`src/rtl/wdg_cfg.svh`:
```
// constants of the instruction clock watchdog
`ifndef WDG_CFG_SVH
`define WDG_CFG_SVH
`define WDG_CNT_W      16
`define WDG_CNT_RESET  16'hffff
`define WDG_CNT_ZERO   16'h0000
`define WDG_FLAG_RESET 1'b0
`define WDG_EN_RESET   1'b1
`endif

```
`src/rtl/wdg_pkg.sv`:
```
// types shared by the watchdog modules
package wdg_pkg;
  typedef enum logic [1:0] {
    PAIR_IDLE,
    PAIR_ARMED
  } pair_state_t;
endpackage

```
`src/rtl/wdg_op_if.sv`:
```
// decoded instruction strobes between decoder and watchdog core
`timescale 1ns/1ps
`default_nettype none
interface wdg_op_if;
  logic refresh;   // refresh instruction completes
  logic pair_done; // disable directly followed by refresh
  modport dec  (output refresh, output pair_done);
  modport core (input refresh, input pair_done);
endinterface
`default_nettype wire

```
`src/rtl/instruction_clock_watchdog.sv`:
```
// instruction clock watchdog core with reset pin pull-down
//
// Function
// - load all ones, count down per instruction
// - count at zero underflows, sets first flag
// - underflow with first flag sets second, resets
// - watchdog reset turns on reset pin pull-down
// - watchdog reset acts while enable flag set
// - only disable then refresh clears enable
// - enable flag set at reset, back-up entry
// - refresh clears set first flag, skips next
// - skip works with watchdog disabled
// - back-up entry reinitialises first flag, counter
// - watchdog active again after back-up return
`timescale 1ns/1ps
`default_nettype none
`include "wdg_cfg.svh"
module instruction_clock_watchdog
  import wdg_pkg::*;
#(
  parameter int CNT_W = `WDG_CNT_W // counter width
) (
  input  wire logic CLK,            // system clock, 200 mhz
  input  wire logic RST_N,          // asynchronous reset, active low
  input  wire logic INST_TICK,      // instruction clock count pulse
  input  wire logic REFRESH_OP,     // refresh instruction strobe
  input  wire logic DISABLE_OP,     // disable instruction strobe
  input  wire logic OTHER_OP,       // other instruction completes
  input  wire logic BACKUP_ENTRY,   // ram back-up entry pulse
  output logic      SKIP_NEXT,      // skip next instruction pulse
  output logic      RESET_PIN_O,    // reset pin drive value, low
  output logic      RESET_PIN_OE_N, // reset pin pull-down on, active low
  output logic      ENABLE_FLAG,    // guard enable flag
  output logic      EXPIRY1,        // first expiry flag
  output logic      EXPIRY2         // second expiry flag
);
  logic             rst_meta;            // reset sync stage one
  logic             rst_n;               // synchronised reset
  logic [CNT_W-1:0] watchdog_counter;    // down counter
  logic [CNT_W-1:0] next_watchdog_counter;
  logic             guard_enable_flag;   // watchdog on
  logic             next_guard_enable_flag;
  logic             first_expiry_flag;   // first underflow seen
  logic             next_first_expiry_flag;
  logic             second_expiry_flag;  // watchdog reset asserted
  logic             next_second_expiry_flag;
  logic             skip;                // skip pulse register
  logic             next_skip;
  logic             underflow;           // count pulse at zero
  wdg_op_if         ops ();              // decoded strobes

  // reload and zero values cut to the counter width; the 16-bit
  // constants stay as they are so a short counter reuses them
  localparam logic [CNT_W-1:0] CNT_ALL_ONES = CNT_W'(`WDG_CNT_RESET); // reload value
  localparam logic [CNT_W-1:0] CNT_ZERO     = CNT_W'(`WDG_CNT_ZERO);  // underflow point

  // =========================================
  // reset release synchroniser; reset takes hold at once, but its release
  // is retimed so that no flop sees it close to a clock edge
  always_ff @(posedge CLK or negedge RST_N) begin
    if (!RST_N) begin
      rst_meta <= 1'b0;
      rst_n    <= 1'b0;
    end else begin
      rst_meta <= 1'b1;
      rst_n    <= rst_meta;
    end
  end

  // =========================================
  // instruction pair decoder; the pair state lives apart so the core
  // sees one clean strobe for a completed disable-then-refresh pair
  wdg_pair_detect u_pair (
    .clk        (CLK),
    .rst_n      (rst_n),
    .backup     (BACKUP_ENTRY),
    .disable_op (DISABLE_OP),
    .refresh_op (REFRESH_OP),
    .other_op   (OTHER_OP),
    .ops        (ops)
  );

  // =========================================
  // counter and flags
  // underflow is the count pulse that finds the counter at zero; the
  // decrement then wraps to all ones, which is the reload itself
  assign underflow = INST_TICK && (watchdog_counter == CNT_ZERO);

  // later branches take priority, so back-up entry overrides all above except the skip pulse

  always_comb begin
    next_watchdog_counter   = watchdog_counter;
    next_guard_enable_flag  = guard_enable_flag;
    next_first_expiry_flag  = first_expiry_flag;
    next_second_expiry_flag = second_expiry_flag;
    next_skip               = 1'b0;
    if (INST_TICK) begin
      next_watchdog_counter = watchdog_counter - 1'b1; // wraps to all ones
    end
    // refresh skip works regardless of enable
    if (ops.refresh && first_expiry_flag) begin
      next_skip              = 1'b1;
      next_first_expiry_flag = 1'b0;
    end
    if (underflow) begin
      next_first_expiry_flag = 1'b1;  // set wins over clear
      if (first_expiry_flag && guard_enable_flag &&
          !(ops.refresh)) begin
        next_second_expiry_flag = 1'b1;
      end
    end
    if (ops.pair_done) begin
      next_guard_enable_flag = 1'b0;
    end
    if (BACKUP_ENTRY) begin
      next_guard_enable_flag  = `WDG_EN_RESET;
      next_first_expiry_flag  = `WDG_FLAG_RESET;
      next_watchdog_counter   = CNT_ALL_ONES;
      // a second expiry neither starts nor ends on back-up entry
      next_second_expiry_flag = second_expiry_flag;
    end
  end

  always_ff @(posedge CLK or negedge rst_n) begin
    if (!rst_n) begin
      watchdog_counter   <= CNT_ALL_ONES;
      guard_enable_flag  <= `WDG_EN_RESET;
      first_expiry_flag  <= `WDG_FLAG_RESET;
      second_expiry_flag <= `WDG_FLAG_RESET;
      skip               <= 1'b0;
    end else begin
      watchdog_counter   <= next_watchdog_counter;
      guard_enable_flag  <= next_guard_enable_flag;
      first_expiry_flag  <= next_first_expiry_flag;
      second_expiry_flag <= next_second_expiry_flag;
      skip               <= next_skip;
    end
  end

  // =========================================
  // outputs; the pull-down holds until system reset
  assign RESET_PIN_O    = 1'b0;
  assign RESET_PIN_OE_N = !second_expiry_flag;
  assign SKIP_NEXT      = skip;
  assign ENABLE_FLAG    = guard_enable_flag;
  assign EXPIRY1        = first_expiry_flag;
  assign EXPIRY2        = second_expiry_flag;
endmodule // instruction_clock_watchdog
`default_nettype wire

```
`src/rtl/wdg_pair_detect.sv`:
```
// detects the disable-then-refresh instruction pair
`timescale 1ns/1ps
`default_nettype none
module wdg_pair_detect
  import wdg_pkg::*;
(
  input  wire logic clk,       // system clock
  input  wire logic rst_n,     // synchronised reset, active low
  input  wire logic backup,    // ram back-up entry pulse
  input  wire logic disable_op,// disable instruction strobe
  input  wire logic refresh_op,// refresh instruction strobe
  input  wire logic other_op,  // any other instruction completes
  wdg_op_if.dec     ops        // decoded strobes out
);
  pair_state_t state;      // pair tracking state
  pair_state_t next_state; // next pair state

  // =========================================
  // pair tracking
  always_comb begin
    next_state = state;
    case (state)
      PAIR_IDLE: begin
        if (disable_op) next_state = PAIR_ARMED;
      end
      PAIR_ARMED: begin
        if (refresh_op || other_op || backup) next_state = PAIR_IDLE;
        if (disable_op) next_state = PAIR_ARMED;
      end
      default: next_state = PAIR_IDLE;
    endcase
    if (backup) next_state = PAIR_IDLE; // back-up breaks a pending pair
  end

  always_ff @(posedge clk or negedge rst_n) begin
    if (!rst_n) state <= PAIR_IDLE;
    else        state <= next_state;
  end

  assign ops.refresh   = refresh_op;
  assign ops.pair_done = (state == PAIR_ARMED) && refresh_op && !backup;
endmodule // wdg_pair_detect
`default_nettype wire

```
`config.mk`:
```
export PLATFORM = sky130hd
export DESIGN_NAME = instruction_clock_watchdog
export DESIGN_NICKNAME = d
export VERILOG_FILES = /design/src/rtl/wdg_pkg.sv /design/src/rtl/wdg_op_if.sv /design/src/rtl/instruction_clock_watchdog.sv /design/src/rtl/wdg_pair_detect.sv
export VERILOG_INCLUDE_DIRS = /design/src /design/src/rtl
export SDC_FILE = /design/constraint.sdc
export NUM_CORES = 1
export LEC_CHECK = 0
export BUFFER_PORTS_ARGS = -buffer_cell sky130_fd_sc_hd__buf_2
export CAP_MARGIN = 25
export CORE_ASPECT_RATIO = 1.75
export CORE_MARGIN = 10
export CORE_UTILIZATION = 25
export CTS_CLUSTER_DIAMETER = 60
export CTS_CLUSTER_SIZE = 8
export DETAILED_ROUTE_END_ITERATION = 7
export HOLD_SLACK_MARGIN = 0.05
export SETUP_SLACK_MARGIN = 0.1
export SKIP_LAST_GASP = 1
export SLEW_MARGIN = 20
export SYNTH_ARGS = -nofsm -noshare
export SYNTH_HDL_FRONTEND = slang
export SYNTH_SLANG_ARGS = --single-unit
```
`constraint.sdc`:
```
create_clock -name CLK -period 1.1 [get_ports CLK]
set_clock_uncertainty 0.1 [all_clocks]
set_input_delay 0.055 -clock CLK [delete_from_list [all_inputs] [get_ports CLK]]
set_output_delay 0.055 -clock CLK [all_outputs]
set_load 0.01 [all_outputs]
```
* Yosys cells after proc, flatten, opt, wreduce, memory -nomap -nowiden
Index checks and enable logic that the tools add are counted.
W data, S select, Z words.
** Operators by class
- $add $sub $neg :: 1
- Equal/unequal tests :: 3
- Muxes and demuxes :: 13
- Bitwise gates (word level) :: 1
- Reduce and logical (&&, ||, !) cells :: 18
** Operators by type and width (count)
- $mux W16 :: 2
- $logic_not A16 Y1 :: 1
- $sub A16 B1 Y16 const B :: 1
- $mux W2 :: 4
- $logic_and A1 B1 Y1 :: 6
- $mux W1 :: 6
- $ne A4 B3 Y1 const B :: 1
- $pmux W2 S2 :: 1
- $reduce_bool A2 Y1 :: 2
- $logic_not A1 Y1 :: 3
- $ne A3 B3 Y1 const B :: 1
- $reduce_and A3 Y1 :: 1
- $reduce_bool A3 Y1 :: 1
- $eq A2 B1 Y1 const B :: 1
- $logic_not A2 Y1 :: 1
- $logic_or A1 B1 Y1 :: 2
- $reduce_and A2 Y1 :: 1
- $not A1 Y1 :: 1
** Storage, ports and cells
- Register bits after elaboration :: 24
- Input bits :: 7
- Output and inout bits :: 6
- Logic and storage cells :: 44

* Longest topological paths before layout
Gate-level depths: netlist (run 1).
- Word-level depth :: 6
- Mapped depth :: 6
- Mapped depth without buffers :: 6

* Modules after synthesis
A second synthesis (run 1) with hierarchy kept.
** Second synthesis, totals
- Cell total of the unflattened synthesis :: 107
- Area total of the unflattened synthesis :: 1114.8 um^2
** Modules (own cells, without submodules)
- instruction_clock_watchdog :: times used 1, cells each 100, area each 1057.3 um^2, seq. area each 571.8 um^2
- wdg_pair_detect :: times used 1, cells each 7, area each 57.6 um^2, seq. area each 25.0 um^2

* Least setup slack after synthesis (run 1)
OpenSTA, ideal clock, no wires.
- Kind :: register -> register
- Start point :: reg watchdog_counter[0]
- End point :: reg second_expiry_flag, in the netlist EXPIRY2
- Setup time :: 104 ps
- Arrival time :: 1585 ps
- Required time :: 896 ps
- Path slack :: -688 ps
- Stages on the path, launching flop included :: 7
- Path buffers :: 0
- Period minus slack after synthesis :: 1788 ps
- Cell sequence :: dfstp_2 inv_1 ha_1 and4bb_2 and2_1 or3b_1 o41ai_2
** Between the ends
- Word-level cells in the longest chain between the ends :: 3
** RTL lines
- from (decl) :: line instruction_clock_watchdog.sv:39 : logic [CNT_W-1:0] watchdog_counter;
- from (signal assigned) :: line instruction_clock_watchdog.sv:132 : watchdog_counter <= next_watchdog_counter;
- $logic_not A16 Y1 :: line instruction_clock_watchdog.sv:87 : assign underflow = INST_TICK && (watchdog_counter == CNT_ZERO);
- $logic_and A1 B1 Y1 :: line instruction_clock_watchdog.sv:87
- $reduce_and A3 Y1 (no source line)
- to (signal assigned) :: line instruction_clock_watchdog.sv:129 : second_expiry_flag <= `WDG_FLAG_RESET;
- to (signal assigned) :: line instruction_clock_watchdog.sv:135 : second_expiry_flag <= next_second_expiry_flag;
- to (decl) :: line instruction_clock_watchdog.sv:45 : logic second_expiry_flag;
Every way passes these cells.
A chain may end at the register's enable or synchronous reset.

* Worst setup path after layout (run 1)
- Start point :: reg watchdog_counter[6]
- End point :: reg second_expiry_flag, in the netlist EXPIRY2
The elaborated chain is that of the path after synthesis.

==> flow_metrics.env, run 1 <==
export IMPL_wl_um=3000
export IMPL_grt_util_met3_pct=1.94
export IMPL_place_worst_setup_slack_ns=-0.691
export IMPL_p_leak_nw=0.760
export IMPL_synth_adder_area_share_pct=1.13
export IMPL_cts_buffer_depth=2
export IMPL_nNetsFinal=168
export IMPL_synth_xor_area_share_pct=5.56
export IMPL_ant_nets=0
export IMPL_synth_top_family_by_area="simple AND/OR/NAND/NOR gates"
export IMPL_grt_usage_pct=7.64
export IMPL_rows=31
export IMPL_finalSetupViolations=18
export IMPL_finalSetupTns_ns=-7.47
export IMPL_clkTransAtPathRegs_ns=0.08
export IMPL_violations="negative setup slack"
export IMPL_critPathMaxFanout=4
export IMPL_cp_top_family="simple AND/OR/NAND/NOR gates"
export IMPL_start_util_pct=26.3
export IMPL_die_area_um2=7580
export IMPL_maxCapViolCount=0
export IMPL_worstSetupPathType="flip-flop to flip-flop"
export IMPL_overflow=0
export IMPL_met1_usage_pct=6.91
export IMPL_path_cells="nor4_4, and2_4, or3b_4, o41ai_2"
export IMPL_ys_types=32
export IMPL_synthTopCellsByArea="dfstp_2 40%, dfrtp_1 14%, nand2_1 4.1%"
export IMPL_htreeDepth=1
export IMPL_drive_gt1_share_pct=58.5
export IMPL_ys_ff_latch=23
export IMPL_clock_latency_ns=0.27
export IMPL_hold_ws_ns=0.0362
export IMPL_place_port_buffers=11
export IMPL_finalPower_w=0.00161
export IMPL_area_delta_synth_final_pct=59.1
export IMPL_grtUsageMet2_pct=15.5
export IMPL_power_density_nw_per_um2=917
export IMPL_fmax_mhz=565
export IMPL_cts_tree="built"
export IMPL_synthCells=105
export IMPL_fp_dieH_um=108
export IMPL_finalCritPeriodShare_pct=161
export IMPL_synthSimpleGateAreaFrac_pct=27.4
export IMPL_setup_worst_path_start_class="flip-flop"
export IMPL_syn_area_um2=1100
export IMPL_post_dp_hpwl_um=2090
export IMPL_dr_pass1_iters=4
export IMPL_synth_seq_area_share_pct=54.1
export IMPL_grt_pass1_wl_um=4820
export IMPL_layout_cells_most_common="buf_4"
export IMPL_grt_pass1_vias=1115
export IMPL_root_buffer="clkbuf_8"
export IMPL_slew_viol_final=0
export IMPL_drt_iter0_markers=50
export IMPL_utilization_pct=41.9
export IMPL_drt_wirelength_per_cell_um=14.4
export IMPL_synth_nets=113
export IMPL_antenna_found_initial=0
export IMPL_layout_common_cells="30 x buf_4, 17 x dfstp_2, 11 x nand2_1"
export IMPL_post_route_min_period_ns=1.77
export IMPL_avgSynthCellArea_um2=10.5
export IMPL_cp_arrival_ns=1.83
export IMPL_via_count=1008
export IMPL_synth_compound_area_share_pct=7.60
export IMPL_grt_max_degree=22
export IMPL_ctsHoldBuffers=8
export IMPL_outcome="finished, violations left"
export IMPL_critPathSlowestCell="dfstp_2"
export IMPL_hold_viol=0
export IMPL_diodes=0
export IMPL_grt_setup_unrepaired="true"
export IMPL_synth_top_cell_area_share_pct=40.5
export IMPL_slowest_delay_ns=0.39
export IMPL_cts_buffers=3
export IMPL_finalWorstSetupSlack_ns=-0.669
export IMPL_io_pins=13
export IMPL_globalplace_congestion=0.792
export IMPL_crit_buf_inv=0
export IMPL_required_ns=1.16
export IMPL_viasPerCell=4.85
export IMPL_design_core_area_um2=4190
export IMPL_ir_drop_mv=0.483
export IMPL_cts_sinks=23
export IMPL_endpoint_kind="flip-flop"
export IMPL_route_detailed_drc=0
export IMPL_fp_dieW_um=70.2
export IMPL_grt_busiest_layer="met2"
export IMPL_synth_warnings=0
export IMPL_synthMuxAreaShare_pct=0
export IMPL_hold_path_class="input pin to flip-flop"
export IMPL_synth_top_area_cell="dfstp_2"
## path summary, 6_finish.rpt
kind / startpoint / endpoint / slack, ns / cells after the start
worst max register to register: watchdog_counter[6] / EXPIRY2 / -0.67 / 4
worst min register to register: rst_n / u_pair.state[0] / 0.12 / 1
max in group asynchronous: RST_N / rst_meta / 0.25 / 3
worst min-delay path: REFRESH_OP / EXPIRY1 / 0.04 / 3
min in group asynchronous: rst_n / u_pair.state[0] / 0.12 / 1
worst max-delay path: watchdog_counter[6] / EXPIRY2 / -0.67 / 4
## where the power goes
part           switching [W]  leakage [nW]  total (W)  internal, W
combinational       0.000101         0.486   0.000202     0.000100
sequential        0.00000877         0.252   0.000879     0.000870
clock               0.000270        0.0228   0.000529     0.000259
total               0.000380         0.760    0.00161      0.00123
## synth_stat cells
| cell | number |
|---|---|
| dfstp_2 | 17 |
| nand2_1 | 12 |
| nor2_1 | 8 |
| nand3_1 | 7 |
| o21ai_0 | 7 |
| dfrtp_1 | 6 |
| inv_1 | 6 |
| or3_1 | 5 |
| xnor2_1 | 5 |
| a21oi_1 | 3 |
| and2_1 | 2 |
| and3_1 | 2 |
| conb_1 | 2 |
| nand3b_1 | 2 |
| nand4b_1 | 2 |
| o41ai_1 | 2 |
| xor2_1 | 2 |
| and4bb_2 | 1 |
| buf_2 | 1 |
| buf_4 | 1 |
| clkbuf_1 | 1 |
| ha_1 | 1 |
| nand2b_1 | 1 |
| nand4_1 | 1 |
| nor3b_1 | 1 |
| nor4_2 | 1 |
| nor4_4 | 1 |
| nor4b_1 | 1 |
| nor4bb_1 | 1 |
| o41ai_2 | 1 |
| or3b_1 | 1 |
| or4b_1 | 1 |
## cells by family after synthesis
family,count (synthesis)
flops,23
xor+xnor,7
buf+inv,9
simple gates,50
compound gates,13
other cells,2
fa+ha+maj,1
## worst register-to-register path, stage by stage (launching register included)
cell	delay, ns
dfstp_2	0.39
nor4_4	0.37
and2_4	0.20
or3b_4	0.38
o41ai_2	0.22
## timing repair
item | 4_1_cts | 5_1_grt
gates resized for setup | 21 | 14
endpoints found under the setup margin | 20 | 21
cloned | 0 | 0
hold endpoints to repair | 9 | 1
pin swaps | 18 | 16
buffers inserted | 10 | 6
## through the flow
step / instances / instance area (µm²)
global placement: 189 / 1430
CTS: 209 / 1730
detailed placement: 189 / 1430
floorplan: 105 / 1130
global route: 208 / 1760
finish: 208 / 1760
## flip-flops by register name (all words and copies together) (netlist names)
signal and flops:
u_pair.state 1, rst_meta 1, EXPIRY2 1, SKIP_NEXT 1, EXPIRY1 1, ENABLE_FLAG 1, rst_n 1, watchdog_counter 16
## routing by layer
layer | wire length [µm] | share of wire, % | up-vias
met4 | 51 | 1.7 | 0
met2 | 1760 | 59 | 21
met3 | 122 | 4.1 | 10
met5 | 0 | 0 | -
li1 | - | - | 470
met1 | 1060 | 35 | 507
## cell type report
| class | instances | area, µm² |
|---|---|---|
| multi-input combinational | 73 | 606 |
| sequential | 23 | 597 |
| timing repair buffer | 53 | 424 |
| inverter | 6 | 22.5 |
| clock buffer | 4 | 45.0 |
| tap | 49 | 61.3 |
| fill | 402 | 2430 |
(Power assumes the default switching activity.)
==> run 2: changes to the inputs <==
--- a/config.mk
+++ b/config.mk
@@ -15,6 +15,7 @@
 export CTS_CLUSTER_SIZE = 8
 export DETAILED_ROUTE_END_ITERATION = 7
 export HOLD_SLACK_MARGIN = 0.05
+export RECOVER_POWER = 25
 export SETUP_SLACK_MARGIN = 0.1
 export SKIP_LAST_GASP = 1
 export SLEW_MARGIN = 20
==> constraint.sdc (replaced) <==
create_clock -name CLK -period 2.17 [get_ports CLK]
set_clock_uncertainty 0.1 [all_clocks]
set_input_delay 0.1085 -clock CLK [delete_from_list [all_inputs] [get_ports CLK]]
set_output_delay 0.1085 -clock CLK [all_outputs]
set_load 0.01 [all_outputs]
==> run 2 against run 1 <==
The run now ends clean. First-iteration DRC count down 66%. Sequential share of layout area grew 12 points. Critical path depth rose by 2. Worst setup slack better by 0.88 ns. Flip-flop and latch count did not move. Wire length shrank 27%. Clock power down 50%. Final cell count shrank 17%. Sequential power is 48% lower. Power fell by 53%. Largest power group unchanged. Highest routed layer unchanged.
==> flow_metrics.env, run 2 (synthesized netlist as in run 1, its figures left out) <==
export IMPL_cts_sinks=23
export IMPL_root_buffer="clkbuf_8"
export IMPL_fp_dieW_um=70.2
export IMPL_swShare_pct=22.1
export IMPL_layout_cells_most_common="dfstp_2"
export IMPL_drive_gt1_share_pct=26.8
export IMPL_tightest_slew_ns=0.827
export IMPL_nNetsFinal=132
export IMPL_drt_iter0_markers=17
export IMPL_fmax_mhz=511
export IMPL_htreeDepth=1
export IMPL_grt_setup_unrepaired="false"
export IMPL_fp_dieH_um=108
export IMPL_seq_power_share_pct=59.7
export IMPL_maxCapViolCount=0
export IMPL_die_area_um2=7580
export IMPL_cts_buffer_depth=2
export IMPL_cp_arrival_ns=2.02
export IMPL_slowest_delay_ns=0.40
export IMPL_cts_tree="built"
export IMPL_p_leak_nw=0.505
export IMPL_dr_pass1_iters=4
export IMPL_endpoint_kind="flip-flop"
export IMPL_worstSetupPathType="flip-flop to flip-flop"
export IMPL_clock_latency_ns=0.27
export IMPL_wl_um=2200
export IMPL_route_detailed_drc=0
export IMPL_outcome="completed"
export IMPL_ant_nets=0
export IMPL_ctsResizeCount=0
export IMPL_cts_buffers=3
export IMPL_viasPerCell=4.73
export IMPL_ir_drop_mv=0.343
export IMPL_io_pins=13
export IMPL_top_register="watchdog_counter"
export IMPL_area_delta_synth_final_pct=18.4
export IMPL_design_core_area_um2=4190
export IMPL_post_route_min_period_ns=1.96
export IMPL_diodes=0
export IMPL_clkTransAtPathRegs_ns=0.07
export IMPL_p_int_w=0.000594
export IMPL_start_util_pct=26.3
export IMPL_hold_path_class="input pin to flip-flop"
export IMPL_drt_wirelength_per_cell_um=12.8
export IMPL_via_count=814
export IMPL_power_switching_w=0.000168
export IMPL_layout_common_cells="17 x dfstp_2, 12 x nand2_1, 9 x buf_2"
export IMPL_globalplace_congestion=0.817
export IMPL_grt_pass1_wl_um=3990
export IMPL_setup_worst_path_start_class="flip-flop"
export IMPL_overflow=0
export IMPL_r2r_slack_ns=0.21
export IMPL_pwr_share_clk_pct=34.6
export IMPL_grt_max_degree=22
export IMPL_antenna_found_initial=0
export IMPL_power_density_nw_per_um2=583
export IMPL_critPathMaxFanout=6
export IMPL_finalCritPeriodShare_pct=90.2
export IMPL_grt_pass1_vias=936
export IMPL_hold_viol=0
export IMPL_maxSlewHeadroom_pct=44.9
export IMPL_place_port_buffers=11
export IMPL_largest_reg_flops=16
export IMPL_rows=31
export IMPL_hold_ws_ns=0.0650
export IMPL_post_dp_hpwl_um=1700
export IMPL_slew_viol_final=0
export IMPL_path_cells="inv_1, ha_1, and4bb_2, and2_1, or3b_1, o41ai_2"
export IMPL_critPathSlowestCell="dfstp_2"
export IMPL_finalSetupViolations=0
export IMPL_grt_usage_pct=6.31
export IMPL_finalSetupTns_ns=0
export IMPL_pwr_share_comb_pct=5.7
export IMPL_required_ns=2.23
## run 2: changes by cell type in the layout (fill, tap and decap cells not counted), moves of 3 or more
cell	delta
buf_4	-30
inv_1	+3
o21ai_2	-3
o21ai_0	+3
buf_6	-5
inv_2	-3
## run 2: per-stage QoR
stage | cell area [µm²] | setup slack (ns) | cells | util, % | total power (W)
2_1_floorplan | 1100 | 0.382 | 105 | - | 0.000482
3_3_place_gp | 1200 | 0.330 | 162 | 28.7 | 0.000495
3_5_place_dp | 1200 | 0.219 | 162 | 28.7 | 0.000498
4_1_cts | 1310 | 0.197 | 172 | 31.2 | 0.000773
5_1_grt | 1310 | 0.145 | 172 | 31.2 | 0.000800
6_report | 1310 | 0.214 | 172 | 31.2 | 0.000762
## run 2: metal layers
layer	part of all wire [%]	vias to the layer above	global-route usage (%)
met1	38	403	5.56
met2	55	12	12.0
met5	0	-	0
li1	-	394	-
met3	5.6	5	2.40
met4	1.8	0	3.12
## run 2: timing repair
item                      in CTS  in global routing
hold buffers                   6                  0
hold endpoints to repair       7                  0
setup buffers                  0                  0
## run 2: final timing paths
kind,start,end,cells after the start
min in group asynchronous,rst_n,u_pair.state[0],0
max in group asynchronous,rst_n,EXPIRY2,0
worst min register to register,rst_n,u_pair.state[0],0
worst max register to register,watchdog_counter[0],EXPIRY2,6
worst max-delay path,watchdog_counter[0],EXPIRY2,6
worst min-delay path,INST_TICK,watchdog_counter[0],3
## run 2: cell type report
class | count | area (µm²)
tap | 49 | 61.3
fill | 441 | 2880
timing repair buffer | 17 | 113
clock buffer | 4 | 45.0
multi-input combinational | 73 | 468
sequential | 23 | 597
inverter | 6 | 22.5
## run 2: power groups by stage
stage	Combinational [W]	Clock, W	Sequential (W)
final	0.0000437	0.000264	0.000455
after global routing	0.0000499	0.000293	0.000458
after CTS	0.0000444	0.000274	0.000455
after detailed placement	0.0000355	0	0.000462
after global placement	0.0000336	0	0.000461
after floorplan	0.0000234	0	0.000459
## run 2: critical path: cells and delay by family (launching register included)
| family | cells | cell delay (ns) |
|---|---|---|
| AND/OR/NAND/NOR | 3 | 0.86 |
| flip-flops | 1 | 0.40 |
| AO/OA/AOI/OAI | 1 | 0.23 |
| adder cells (fa/ha/maj) | 1 | 0.20 |
| buffers and inverters | 1 | 0.06 |
==> run 3: changes to the inputs <==
--- a/config.mk
+++ b/config.mk
@@ -8,13 +8,12 @@
 export LEC_CHECK = 0
 export BUFFER_PORTS_ARGS = -buffer_cell sky130_fd_sc_hd__buf_2
 export CAP_MARGIN = 25
-export CORE_ASPECT_RATIO = 1.75
 export CORE_MARGIN = 10
-export CORE_UTILIZATION = 25
+export CORE_UTILIZATION = 55
 export CTS_CLUSTER_DIAMETER = 60
-export CTS_CLUSTER_SIZE = 8
 export DETAILED_ROUTE_END_ITERATION = 7
 export HOLD_SLACK_MARGIN = 0.05
+export PLACE_DENSITY = 0.76
 export RECOVER_POWER = 25
 export SETUP_SLACK_MARGIN = 0.1
 export SKIP_LAST_GASP = 1
==> run 3 against run 2 <==
Via count rose by 0.86%. Die area fell by 45%. Hold slack improved by 0.18 ns. Critical endpoint unchanged. Highest routed layer unchanged.
==> flow_metrics.env, run 3 (synthesized netlist as in run 1, its figures left out) <==
export IMPL_outcome="completed"
export IMPL_cp_arrival_ns=2.06
export IMPL_p_int_w=0.000535
export IMPL_pwr_share_comb_pct=6.5
export IMPL_fp_dieH_um=64.8
export IMPL_tightest_slew_ns=0.804
export IMPL_endpoint_kind="flip-flop"
export IMPL_antenna_found_initial=0
export IMPL_htreeDepth=1
export IMPL_hold_path_class="flip-flop to async pin"
export IMPL_dr_wl_met2_um=992
export IMPL_dr_pass1_iters=4
export IMPL_n_fill_cell=156
export IMPL_grt_setup_unrepaired="false"
export IMPL_ctsHoldBuffers=7
export IMPL_setup_worst_path_start_class="flip-flop"
export IMPL_met3_length_um=143
export IMPL_cts_buffers=3
export IMPL_place_port_buffers=11
export IMPL_fmax_mhz=512
export IMPL_root_buffer="clkbuf_4"
export IMPL_finalSetupTns_ns=0
export IMPL_maxCapViolCount=0
export IMPL_hold_viol=0
export IMPL_diodes=0
export IMPL_layout_common_cells="17 x dfstp_2, 12 x nand2_1, 10 x buf_2"
export IMPL_p_leak_nw=0.506
export IMPL_rows=16
export IMPL_clock_latency_ns=0.30
export IMPL_ir_drop_mv=0.252
export IMPL_drt_iter0_markers=28
export IMPL_worstSetupPathType="flip-flop to flip-flop"
export IMPL_die_area_um2=4200
export IMPL_seq_power_share_pct=65.8
export IMPL_grt_max_degree=22
export IMPL_drive_gt1_share_pct=27.4
export IMPL_layout_cells_most_common="dfstp_2"
export IMPL_post_route_min_period_ns=1.95
export IMPL_cts_buffer_depth=2
export IMPL_drt_wirelength_per_cell_um=13.8
export IMPL_post_dp_hpwl_um=1500
export IMPL_area_delta_synth_final_pct=15.2
export IMPL_critPathMaxFanout=6
export IMPL_cts_setup_buffers=0
export IMPL_viasPerCell=5.44
export IMPL_pwr_share_clk_pct=27.7
export IMPL_globalplace_congestion=0.783
export IMPL_top_register="watchdog_counter"
export IMPL_finalCritPeriodShare_pct=89.9
export IMPL_grt_usage_pct=10.9
export IMPL_utilization_pct=65.5
export IMPL_route_detailed_drc=0
export IMPL_start_util_pct=56.8
export IMPL_largest_reg_flops=16
export IMPL_swShare_pct=22.4
export IMPL_power_density_nw_per_um2=543
export IMPL_grt_pass1_wl_um=3720
export IMPL_met1_length_um=920
export IMPL_slew_viol_final=0
export IMPL_wl_um=2080
export IMPL_via_count=821
export IMPL_grt_pass1_vias=801
export IMPL_power_switching_w=0.000155
export IMPL_overflow=0
export IMPL_design_core_area_um2=1940
export IMPL_required_ns=2.28
export IMPL_maxSlewHeadroom_pct=46.4
export IMPL_io_pins=13
export IMPL_ctsResizeCount=0
export IMPL_ant_nets=0
export IMPL_finalSetupViolations=0
export IMPL_nNetsFinal=133
export IMPL_cts_sinks=23
export IMPL_top_layer="met4"
export IMPL_fp_dieW_um=64.8
export IMPL_cts_tree="built"
export IMPL_clkTransAtPathRegs_ns=0.12
==> run 3: final timing paths <==
path,startpoint,to,slack (ns),cells past startpoint
min in group CLK,rst_meta,rst_n,0.27,0
max in group asynchronous,rst_n,EXPIRY1,1.24,0
max reg2reg,watchdog_counter[0],EXPIRY2,0.22,6
min,rst_n,u_pair.state[0],0.24,0
max,watchdog_counter[0],EXPIRY2,0.22,6
min reg2reg,rst_n,u_pair.state[0],0.24,0
==> run 3: power by group through the flow <==
stage                     Sequential, W  Combinational (W)  Clock (W)
after CTS                      0.000455          0.0000448   0.000198
after global routing           0.000457          0.0000505   0.000225
after floorplan                0.000459          0.0000234          0
after global placement         0.000461          0.0000336          0
final                          0.000454          0.0000448   0.000191
after detailed placement       0.000462          0.0000348          0
==> run 3: layout make-up <==
| type | count | area (µm²) | area share, % |
|---|---|---|---|
| Inverter | 6 | 22.5 | 1.77 |
| Multi-Input combinational cell | 73 | 468 | 36.8 |
| Timing Repair Buffer | 18 | 124 | 9.74 |
| Clock buffer | 4 | 26.3 | 2.07 |
| Tap cell | 27 | 33.8 | 2.66 |
| Sequential cell | 23 | 597 | 46.9 |
==> run 3: stage by stage <==
| stage | setup WS, ns | instances | power [W] | hold WS, ns | cell area [µm²] |
|---|---|---|---|---|---|
| 2_1_floorplan | 0.382 | 105 | 0.000482 | -0.287 | 1100 |
| 3_3_place_gp | 0.329 | 140 | 0.000495 | -0.207 | 1180 |
| 3_5_place_dp | 0.221 | 140 | 0.000497 | -0.206 | 1180 |
| 4_1_cts | 0.204 | 151 | 0.000697 | 0.275 | 1270 |
| 5_1_grt | 0.108 | 151 | 0.000732 | 0.297 | 1270 |
| 6_report | 0.219 | 151 | 0.000690 | 0.241 | 1270 |
==> run 3: routing by layer <==
| layer | up-vias | GRT usage, % |
|---|---|---|
| met3 | 4 | 2.92 |
| met4 | 0 | 4.81 |
| li1 | 400 | - |
| met5 | - | 0 |
| met1 | 389 | 13.4 |
| met2 | 28 | 17.5 |
==> run 3: worst max-delay path, stage by stage (launching register included) <==
cell and delay (ns):
dfstp_2 0.41, inv_1 0.06, ha_1 0.20, and4bb_2 0.32
and2_1 0.18, or3b_1 0.38, o41ai_2 0.21
